`config.mk`:
```
export PLATFORM = sky130hd
export DESIGN_NAME = aipl_loader
export DESIGN_NICKNAME = d
export VERILOG_FILES = /design/src/shared/aipl_pkg.sv /design/src/rtl/aipl_fifo.sv /design/src/rtl/aipl_loader.sv
export SDC_FILE = /design/constraint.sdc
export NUM_CORES = 1
export LEC_CHECK = 0
export ABC_AREA = 1
export BUFFER_PORTS_ARGS = -buffer_cell sky130_fd_sc_hd__buf_2
export CELL_PAD_IN_SITES_DETAIL_PLACEMENT = 1
export CELL_PAD_IN_SITES_GLOBAL_PLACEMENT = 1
export CORE_ASPECT_RATIO = 1.25
export CORE_MARGIN = 2
export CORE_UTILIZATION = 43
export DETAILED_ROUTE_END_ITERATION = 10
export PLACE_DENSITY = 0.82
export SETUP_SLACK_MARGIN = 0.5
export SLEW_MARGIN = 25
export SYNTH_ARGS = -nofsm -noshare
export SYNTH_HDL_FRONTEND = slang
export SYNTH_SLANG_ARGS = --single-unit
```
`constraint.sdc`:
```
create_clock -name ref_clk -period 2 [get_ports ref_clk]
set_input_delay 0.2 -clock ref_clk [delete_from_list [all_inputs] [get_ports ref_clk]]
set_output_delay 0.2 -clock ref_clk [all_outputs]
set_load 0.02 [all_outputs]
```
`src/shared/aipl_pkg.sv`:
```
// Package for the auto-increment page loader: field widths, frame codes, timing.
// Assumes a 50 MHz reference clock sampling the bus clock and pins.
package aipl_pkg;
  localparam int unsigned NIB_W = 4;
  localparam int unsigned ADDR_NIBS = 7;
  localparam int unsigned ADDR_W = 28;
  localparam int unsigned PAGE_LSB = 7;
  localparam int unsigned PAGE_MSB = 20;
  localparam int unsigned PAGE_W = PAGE_MSB - PAGE_LSB + 1;
  localparam int unsigned PAGE_BYTES = 128;
  localparam int unsigned BYTE_W = 8;
  localparam int unsigned CNT_W = 8;
  localparam logic [3:0] START_FW_WRITE = 4'he;
  localparam logic [2:0] ADDR_LAST = 3'h6;
  // Program time per byte, worst case
  localparam int unsigned BYTE_PROG_NS = 10000;
  localparam int unsigned CLK_NS = 20;
  localparam int unsigned BYTE_PROG_CYC = (BYTE_PROG_NS + CLK_NS - 1) / CLK_NS;
  localparam int unsigned FIFO_DEPTH = 8;
  typedef enum logic [6:0] {
    AIPL_IDLE  = 7'h01,
    AIPL_SEL   = 7'h02,
    AIPL_ADDR  = 7'h04,
    AIPL_SIZE  = 7'h08,
    AIPL_DATA  = 7'h10,
    AIPL_DRAIN = 7'h20,
    AIPL_SKIP  = 7'h40
  } aipl_state_e;
endpackage : aipl_pkg

```
`src/rtl/aipl_fifo.sv`:
```
// Byte FIFO between the bus loader and the program engine.
// Assumes one clock; push when in_valid and in_ready, pop when out_valid and out_ready.
`timescale 1ns/1ns
module aipl_fifo #(
  parameter int unsigned WIDTH = 8,
  parameter int unsigned DEPTH = 8
) (
  input wire logic clk,
  input wire logic rst_n,
  input wire logic ce,
  input wire logic flush,
  input wire logic in_valid,
  output logic in_ready,
  input wire logic [WIDTH-1:0] in_data,
  output logic out_valid,
  input wire logic out_ready,
  output logic [WIDTH-1:0] out_data
);
  localparam int unsigned AW = $clog2(DEPTH);
  logic [WIDTH-1:0] mem_q [DEPTH];
  logic [AW-1:0] wr_q;
  logic [AW-1:0] rd_q;
  logic [AW:0] cnt_q;
  logic push;
  logic pop;

  assign in_ready = (cnt_q != (AW+1)'(DEPTH));
  assign out_valid = (cnt_q != '0);
  assign push = in_valid && in_ready;
  assign pop = out_valid && out_ready;
  assign out_data = mem_q[rd_q];

  always_ff @(posedge clk) begin
    if (ce && push) begin
      mem_q[wr_q] <= in_data;
    end
  end

  always_ff @(posedge clk or negedge rst_n) begin
    if (!rst_n) begin
      wr_q <= '0;
      rd_q <= '0;
      cnt_q <= '0;
    end else if (ce) begin
      if (flush) begin
        wr_q <= '0;
        rd_q <= '0;
        cnt_q <= '0;
      end else begin
        if (push) begin
          wr_q <= (wr_q == AW'(DEPTH - 1)) ? '0 : wr_q + 1'b1;
        end
        if (pop) begin
          rd_q <= (rd_q == AW'(DEPTH - 1)) ? '0 : rd_q + 1'b1;
        end
        cnt_q <= cnt_q + (AW+1)'(push) - (AW+1)'(pop);
      end
    end
  end
endmodule : aipl_fifo

```
`src/rtl/aipl_loader.sv`:
```
// Device-side loader for high-voltage auto-increment page programming.
// Assumes bus clock, frame, data nibbles, strobe and straps come from outside ref_clk.
// Function
// Strobe low and buffer full: hold ready/busy low, take no nibbles.
// After byte 128 with strobe low, ready/busy high means new operation only.
// Strobe high: ready/busy low while programming, high when idle.
// Programmer leaves the mode only with strobe high and ready/busy high.
// In the mode, every block is treated as write-unlocked.
// Programmer keeps supervoltage until ready/busy high with strobe high.
// Start nibble 1110 with frame low; last one before frame rises counts.
// Chip-select nibble must match strap pins to join the frame.
// Seven address nibbles, most significant first, assembled in order.
// Only address bits 20 to 7 select the page.
// Size nibble is accepted and ignored.
// Data nibbles low first, bytes 0 to 127, while ready high and strobe low.
// Host stops clock while ready/busy is low, then resumes.
// Mode entered only while protect pin is at supervoltage.
// Keep accepting data while strobe low and ready high, up to byte 128.
// Strobe rising early: program received bytes, then end command.
// A byte with only one nibble is discarded.
// On chip-select mismatch, leave buffer and ready/busy untouched.
`timescale 1ns/1ns
module aipl_loader #(
  parameter int unsigned PAGE_BYTES = aipl_pkg::PAGE_BYTES,
  parameter int unsigned FIFO_DEPTH = aipl_pkg::FIFO_DEPTH,
  parameter int unsigned PROG_CYC = aipl_pkg::BYTE_PROG_CYC
) (
  input wire logic ref_clk,
  input wire logic rst_n,
  input wire logic clk_en,
  input wire logic bus_clk,
  input wire logic frame_n,
  input wire logic [3:0] bus_data,
  input wire logic load_strobe,
  input wire logic supervoltage_level,
  input wire logic [3:0] strap_id_pins,
  output logic ready_busy_out,
  output logic auto_increment_mode,
  output logic write_unlock_all,
  output logic prog_valid,
  output logic [aipl_pkg::PAGE_W-1:0] prog_page,
  output logic [6:0] prog_offset,
  output logic [aipl_pkg::BYTE_W-1:0] prog_data
);
  ////////////////////////////////////////////////////////////////////////////
  // Three-stage input sampling; change counts when stages two and three agree
  logic [2:0] clk_s_q, frm_s_q, ld_s_q, hv_s_q;
  logic [3:0] d1_q, d2_q, d3_q;
  logic clk_f_q, frm_f_q, ld_f_q, hv_f_q;
  logic [3:0] dat_f_q;
  logic clk_prev_q;
  logic [3:0] id_q;

  always_ff @(posedge ref_clk or negedge rst_n) begin
    if (!rst_n) begin
      clk_s_q <= 3'h0;
      frm_s_q <= 3'h7;
      ld_s_q <= 3'h7;
      hv_s_q <= 3'h0;
      d1_q <= 4'h0;
      d2_q <= 4'h0;
      d3_q <= 4'h0;
      clk_f_q <= 1'b0;
      frm_f_q <= 1'b1;
      ld_f_q <= 1'b1;
      hv_f_q <= 1'b0;
      dat_f_q <= 4'h0;
      clk_prev_q <= 1'b0;
      id_q <= 4'h0;
    end else if (clk_en) begin
      clk_s_q <= {clk_s_q[1:0], bus_clk};
      frm_s_q <= {frm_s_q[1:0], frame_n};
      ld_s_q <= {ld_s_q[1:0], load_strobe};
      hv_s_q <= {hv_s_q[1:0], supervoltage_level};
      d1_q <= bus_data;
      d2_q <= d1_q;
      d3_q <= d2_q;
      if (clk_s_q[1] == clk_s_q[2]) clk_f_q <= clk_s_q[2];
      if (frm_s_q[1] == frm_s_q[2]) frm_f_q <= frm_s_q[2];
      if (ld_s_q[1] == ld_s_q[2]) ld_f_q <= ld_s_q[2];
      if (hv_s_q[1] == hv_s_q[2]) hv_f_q <= hv_s_q[2];
      if (d2_q == d3_q) dat_f_q <= d3_q;
      clk_prev_q <= clk_f_q;
      id_q <= strap_id_pins;
    end
  end

  logic bus_rise;
  assign bus_rise = clk_f_q && !clk_prev_q;

  ////////////////////////////////////////////////////////////////////////////
  // Frame decoding
  aipl_pkg::aipl_state_e st_q;
  logic [2:0] anib_q;
  logic [aipl_pkg::ADDR_W-1:0] addr_q;
  logic [aipl_pkg::CNT_W-1:0] bytes_q;
  logic half_q;
  logic [3:0] low_nib_q;
  logic fifo_in_ready, fifo_out_valid, fifo_pop;
  logic [aipl_pkg::BYTE_W-1:0] fifo_out_data;
  logic push_byte;
  logic prog_busy_q;
  logic take_nib;
  logic page_full;

  assign page_full = (bytes_q == aipl_pkg::CNT_W'(PAGE_BYTES));
  // nibble gating
  assign take_nib = bus_rise && !ld_f_q && fifo_in_ready && !page_full;
  assign push_byte = (st_q == aipl_pkg::AIPL_DATA) && take_nib && half_q;

  always_ff @(posedge ref_clk or negedge rst_n) begin
    if (!rst_n) begin
      st_q <= aipl_pkg::AIPL_IDLE;
      anib_q <= 3'h0;
      addr_q <= '0;
      bytes_q <= '0;
      half_q <= 1'b0;
      low_nib_q <= 4'h0;
    end else if (clk_en) begin
      case (st_q)
        aipl_pkg::AIPL_IDLE: begin
          // last start nibble wins
          if (bus_rise && !frm_f_q && hv_f_q && dat_f_q == aipl_pkg::START_FW_WRITE) begin
            st_q <= aipl_pkg::AIPL_SEL;
          end
        end
        aipl_pkg::AIPL_SEL: begin
          if (bus_rise && !frm_f_q) begin
            if (dat_f_q != aipl_pkg::START_FW_WRITE) st_q <= aipl_pkg::AIPL_IDLE;
          end else if (bus_rise) begin
            // chip-select match
            st_q <= (dat_f_q == id_q) ? aipl_pkg::AIPL_ADDR : aipl_pkg::AIPL_SKIP;
            anib_q <= 3'h0;
          end
        end
        aipl_pkg::AIPL_ADDR: begin
          if (bus_rise) begin
            // most significant nibble first
            addr_q <= {addr_q[aipl_pkg::ADDR_W-5:0], dat_f_q};
            anib_q <= anib_q + 3'h1;
            if (anib_q == aipl_pkg::ADDR_LAST) st_q <= aipl_pkg::AIPL_SIZE;
          end
        end
        aipl_pkg::AIPL_SIZE: begin
          // size nibble discarded
          if (bus_rise) begin
            st_q <= aipl_pkg::AIPL_DATA;
            bytes_q <= '0;
            half_q <= 1'b0;
          end
        end
        aipl_pkg::AIPL_DATA: begin
          if (ld_f_q) begin
            // early end, half byte dropped
            half_q <= 1'b0;
            st_q <= aipl_pkg::AIPL_DRAIN;
          end else if (take_nib) begin
            half_q <= !half_q;
            if (!half_q) low_nib_q <= dat_f_q;
            if (half_q) bytes_q <= bytes_q + 1'b1;
          end
          if (!hv_f_q) st_q <= aipl_pkg::AIPL_IDLE;
        end
        aipl_pkg::AIPL_DRAIN: begin
          if (!fifo_out_valid && !prog_busy_q) st_q <= aipl_pkg::AIPL_IDLE;
        end
        aipl_pkg::AIPL_SKIP: begin
          // mismatched frame ends when the frame strobe falls again
          if (!frm_f_q) st_q <= aipl_pkg::AIPL_IDLE;
        end
        default: st_q <= aipl_pkg::AIPL_IDLE;
      endcase
    end
  end

  ////////////////////////////////////////////////////////////////////////////
  // Byte buffer; full buffer stalls nibble intake
  aipl_fifo #(
    .WIDTH(aipl_pkg::BYTE_W),
    .DEPTH(FIFO_DEPTH)
  ) u_fifo (
    .clk(ref_clk),
    .rst_n(rst_n),
    .ce(clk_en),
    .flush(st_q == aipl_pkg::AIPL_IDLE),
    .in_valid(push_byte),
    .in_ready(fifo_in_ready),
    .in_data({dat_f_q, low_nib_q}),
    .out_valid(fifo_out_valid),
    .out_ready(fifo_pop),
    .out_data(fifo_out_data)
  );

  ////////////////////////////////////////////////////////////////////////////
  // Program engine: one byte per timed slot
  logic [$clog2(PROG_CYC+1)-1:0] tmr_q;
  logic [6:0] off_q;
  assign fifo_pop = fifo_out_valid && !prog_busy_q;

  always_ff @(posedge ref_clk or negedge rst_n) begin
    if (!rst_n) begin
      prog_busy_q <= 1'b0;
      tmr_q <= '0;
      off_q <= 7'h0;
      prog_valid <= 1'b0;
      prog_page <= '0;
      prog_offset <= 7'h0;
      prog_data <= 8'h0;
    end else if (clk_en) begin
      prog_valid <= 1'b0;
      if (st_q == aipl_pkg::AIPL_SIZE) off_q <= 7'h0;
      if (fifo_pop) begin
        prog_busy_q <= 1'b1;
        tmr_q <= ($clog2(PROG_CYC+1))'(PROG_CYC);
        prog_valid <= 1'b1;
        // page bits only
        prog_page <= addr_q[aipl_pkg::PAGE_MSB:aipl_pkg::PAGE_LSB];
        prog_offset <= off_q;
        prog_data <= fifo_out_data;
        off_q <= off_q + 7'h1;
      end else if (prog_busy_q) begin
        tmr_q <= tmr_q - 1'b1;
        if (tmr_q == 1) prog_busy_q <= 1'b0;
      end
    end
  end

  ////////////////////////////////////////////////////////////////////////////
  // Status outputs
  logic in_op;
  assign in_op = (st_q == aipl_pkg::AIPL_DATA) || (st_q == aipl_pkg::AIPL_DRAIN);
  // mode follows supervoltage
  assign auto_increment_mode = hv_f_q;
  assign write_unlock_all = hv_f_q;

  always_ff @(posedge ref_clk or negedge rst_n) begin
    if (!rst_n) begin
      ready_busy_out <= 1'b1;
    end else if (clk_en) begin
      if (st_q == aipl_pkg::AIPL_DATA && !ld_f_q) begin
        // busy when full or page done and draining
        ready_busy_out <= fifo_in_ready && !(page_full && (fifo_out_valid || prog_busy_q));
      end else if (in_op) begin
        // busy until programming ends
        ready_busy_out <= !(fifo_out_valid || prog_busy_q);
      end else begin
        ready_busy_out <= 1'b1;
      end
    end
  end
endmodule : aipl_loader

```
==> flow_metrics.tcl <==
set metrics [dict create \
    p_per_area_nw_per_um2 1260 \
    path_class "flop to flop" \
    violations "setup timing" \
    grt_setup_unrepaired "true" \
    busiest_layer "met2" \
    synth-seq-cells 203 \
    syn-cell-area_sq_um 9030 \
    crit_required_ps 2440 \
    grt_antenna_before_repair 0 \
    seq_area_frac_synth_pct 59.9 \
    synth-simple-area-share_pct 20.7 \
    syn_area_per_cell_sq_um 9.52 \
    met1_usage_pct 27.4 \
    cts_max_level 1 \
    cts_buffer_depth 3 \
    fmax_mhz 446 \
    synth_flop_cell "dfrtp_1" \
    io_buffers 47 \
    cts_buffers 22 \
    synth_xor_area_share_pct 0.970 \
    use_met3_pct 2.78 \
    route.vias.total 7850 \
    core_area_sq_um 20700 \
    period_minus_slack_ps 2240 \
    synthAdderAreaFrac_pct 2.58 \
    path_buf_inv 3 \
    ant_nets 0 \
    tightest_slew_ps 589 \
    r2r-end "u_fifo.cnt_q[1]" \
    crit_fanout 2 \
    hpwl_mm 16.0 \
    status "finished with violations" \
    timing.rr.start "u_fifo.cnt_q[3]" \
    slew_headroom_pct 60.7 \
    wirelength_mm 33.2 \
    synth-compound-area-share_pct 9.85 \
    grt_pass1_vias 7917 \
    grt_max_degree 48 \
    clock_skew_ps 24.8 \
    post_drt_wl_per_cell_um 23.7 \
    synth_area_leaders "dfrtp_1 36%, edfxtp_1 21%, nand2_1 10%, o21ai_0 6.2%, inv_1 3.6%" \
    timing.final.crit_share_pct 112 \
    hold_viol 0 \
    die_height_um 166 \
    crit_path_end_kind "flop" \
    vias_per_cell 5.62 \
    syn-num-nets 982 \
    root_buffer "clkbuf_16" \
    post-synth-top-count-cell "nand2_1" \
    syn_to_final_growth_pct 36.9 \
    fin_nets 1141 \
    synth-edff-count 64 \
    synth_mux_area_share_pct 0.568 \
    synth_top_family_by_area "simple AND/OR/NAND/NOR gates" \
    reg2reg_slack_ps -240 \
    clk_latency_ps 530 \
    p_leak_nw 5.41 \
    synth_top_cell_area_share_pct 35.7 \
    post-place-ws_ps -141 \
    grt_util_met2_pct 44.2 \
    ios 48 \
    crit_slowest_cell "fa_2" \
    slew_violations 0 \
    crit_path_start_kind "flop" \
    finalPower_mw 15.5 \
    clk_pin_slew_ps 60 \
    setup_viol 86 \
    overflow 0 \
    crit_chain "inv_2 > ha_4 > nand3_2 > nand2_2 > inv_2 > ha_4 > inv_2 > ha_4 > fa_2 > nand2_1 > o21ai_1" \
    grt.total_usage_pct 23.9 \
    setup_ws_ps -242 \
    final_layout_size_suffix_gt1_share_pct 33.9 \
    drt-initial-drc-count 511 \
    firstDrtPassIters 5 \
    synth_cells 949 \
    cts_tree "done" \
    path_delay_family "adder cells" \
    die_w_um 134 \
    async_flop_share_pct 68.5 \
    rows 59 \
    ys.warnings.count 0 \
    grt_pass1_wl_mm 41.8 \
    synth_common_cells "247 x nand2_1, 129 x dfrtp_1, 111 x o21ai_0, 86 x inv_1, 86 x nor2_1" \
    start_util_pct 43.5 \
    die_area_sq_um 22200 \
    max_stage_delay_ps 520 \
    ir_drop_v 0.000675 \
    gp_congestion 0.831 \
    worstPathArrival_ps 2680 \
    drc_errors 0 \
    cts.sink_count 203 \
    r2r_cells 11 \
    yosys.area.top_type "dfrtp_1" \
    drv_cap 0 \
    synth_cell_types 44 \
    n_antenna_cell 0 \
    worstHoldPathType "input pin to async pin" \
]
-- report_power, final --
part           switching [mW]  internal, mW
clock                    1.80          2.66
combinational            3.40          1.98
sequential              0.647          5.06
-- how the worst max path moves through the flow --
stage                     from                  to  slack, ps  depth (start not counted)
2_1_floorplan  u_fifo.cnt_q[2]     u_fifo.cnt_q[2]        -50                         13
3_3_place_gp   u_fifo.cnt_q[3]     u_fifo.cnt_q[2]        -50                         11
3_5_place_dp   u_fifo.cnt_q[3]     u_fifo.cnt_q[1]       -140                         11
4_1_cts        u_fifo.cnt_q[3]  u_fifo.mem_q[6][1]        -70                         11
5_1_grt        u_fifo.cnt_q[3]     u_fifo.cnt_q[1]       -310                         11
6_report       u_fifo.cnt_q[3]     u_fifo.cnt_q[1]       -240                         11
-- kinds of logic after synthesis --
logic type               Yosys count
AO/OA/AOI/OAI                    158
XOR/XNOR                          10
adder cells (fa/ha/maj)           18
buffers and inverters            124
flip-flops                       203
multiplexers                       4
AND/OR/NAND/NOR                  432
-- final cells by class --
cell class                 instances  area [sq um]
clock buffer                      28           603
multi-input combinational        629          4020
timing repair buffer             160          1460
sequential                       203          5410
inverter                          92           355
tap                              274           343
fill                            2229          8380
clock inverter                    12           169
-- per-layer routing --
layer,share of wire [%],wire length [um]
met2,54,17800
met3,4.3,1430
met1,37,12200
met5,0,0
met4,5.4,1790
-- layout by cell type (no fill, tap or decap), drive strengths merged, types with 3 or more instances in the layout --
cell type    count
o22ai            5
o21ai          117
o211ai           3
clkbuf          31
buf            144
inv             90
a21oi           10
dlygate4sd3     13
nand4           17
nand2          264
bufinv           4
nor3             7
clkinv          10
nand3           47
o221ai          13
mux2             3
dfstp           10
nor2           101
ha              17
edfxtp          64
dfrtp          129
xor2             8
-- through the flow --
stage                     cell area [sq um]  hold slack (ps)  util, %  instances  TNS, ps
after global routing                  12400              203     59.6       1398   -16030
after CTS                             11300              196     54.3       1361    -2500
after global placement                 9980              180     48.1       1282     -971
final                                 12400              198     59.6       1398   -10390
after floorplan                        9150            -95.6        -        949    -75.2
after detailed placement               9980              177     48.1       1282    -6820
-- worst reg2reg max path: stages, from the launching register on --
cell     delay [ps]
dfrtp_1         420
inv_2           140
ha_4            170
nand3_2          80
nand2_2          80
inv_2            80
ha_4            310
inv_2            50
ha_4            160
fa_2            520
nand2_1          50
o21ai_1         100
-- state kept, by name, indices dropped and copies added (netlist names), 4 cells and up --
signal        flops
u_fifo.mem_q     64
id_q              4
bytes_q           8
off_q             7
d1_q              4
prog_data         8
dat_f_q           4
d3_q              4
st_q              7
prog_page        14
d2_q              4
tmr_q             9
low_nib_q         4
addr_q           21
prog_offset       7
u_fifo.cnt_q      4
-- repair_timing --
action | 4_1_cts | 5_1_grt
gates cloned | 0 | 11
gates resized for setup | 53 | 193
buffers inserted | 26 | 26
pin swaps | 27 | 37
hold buffers | 13 | 0
setup endpoints to repair | 166 | 168
endpoints found under the hold margin | 55 | 0
Note: power is estimated with default switching activity, not from simulation.
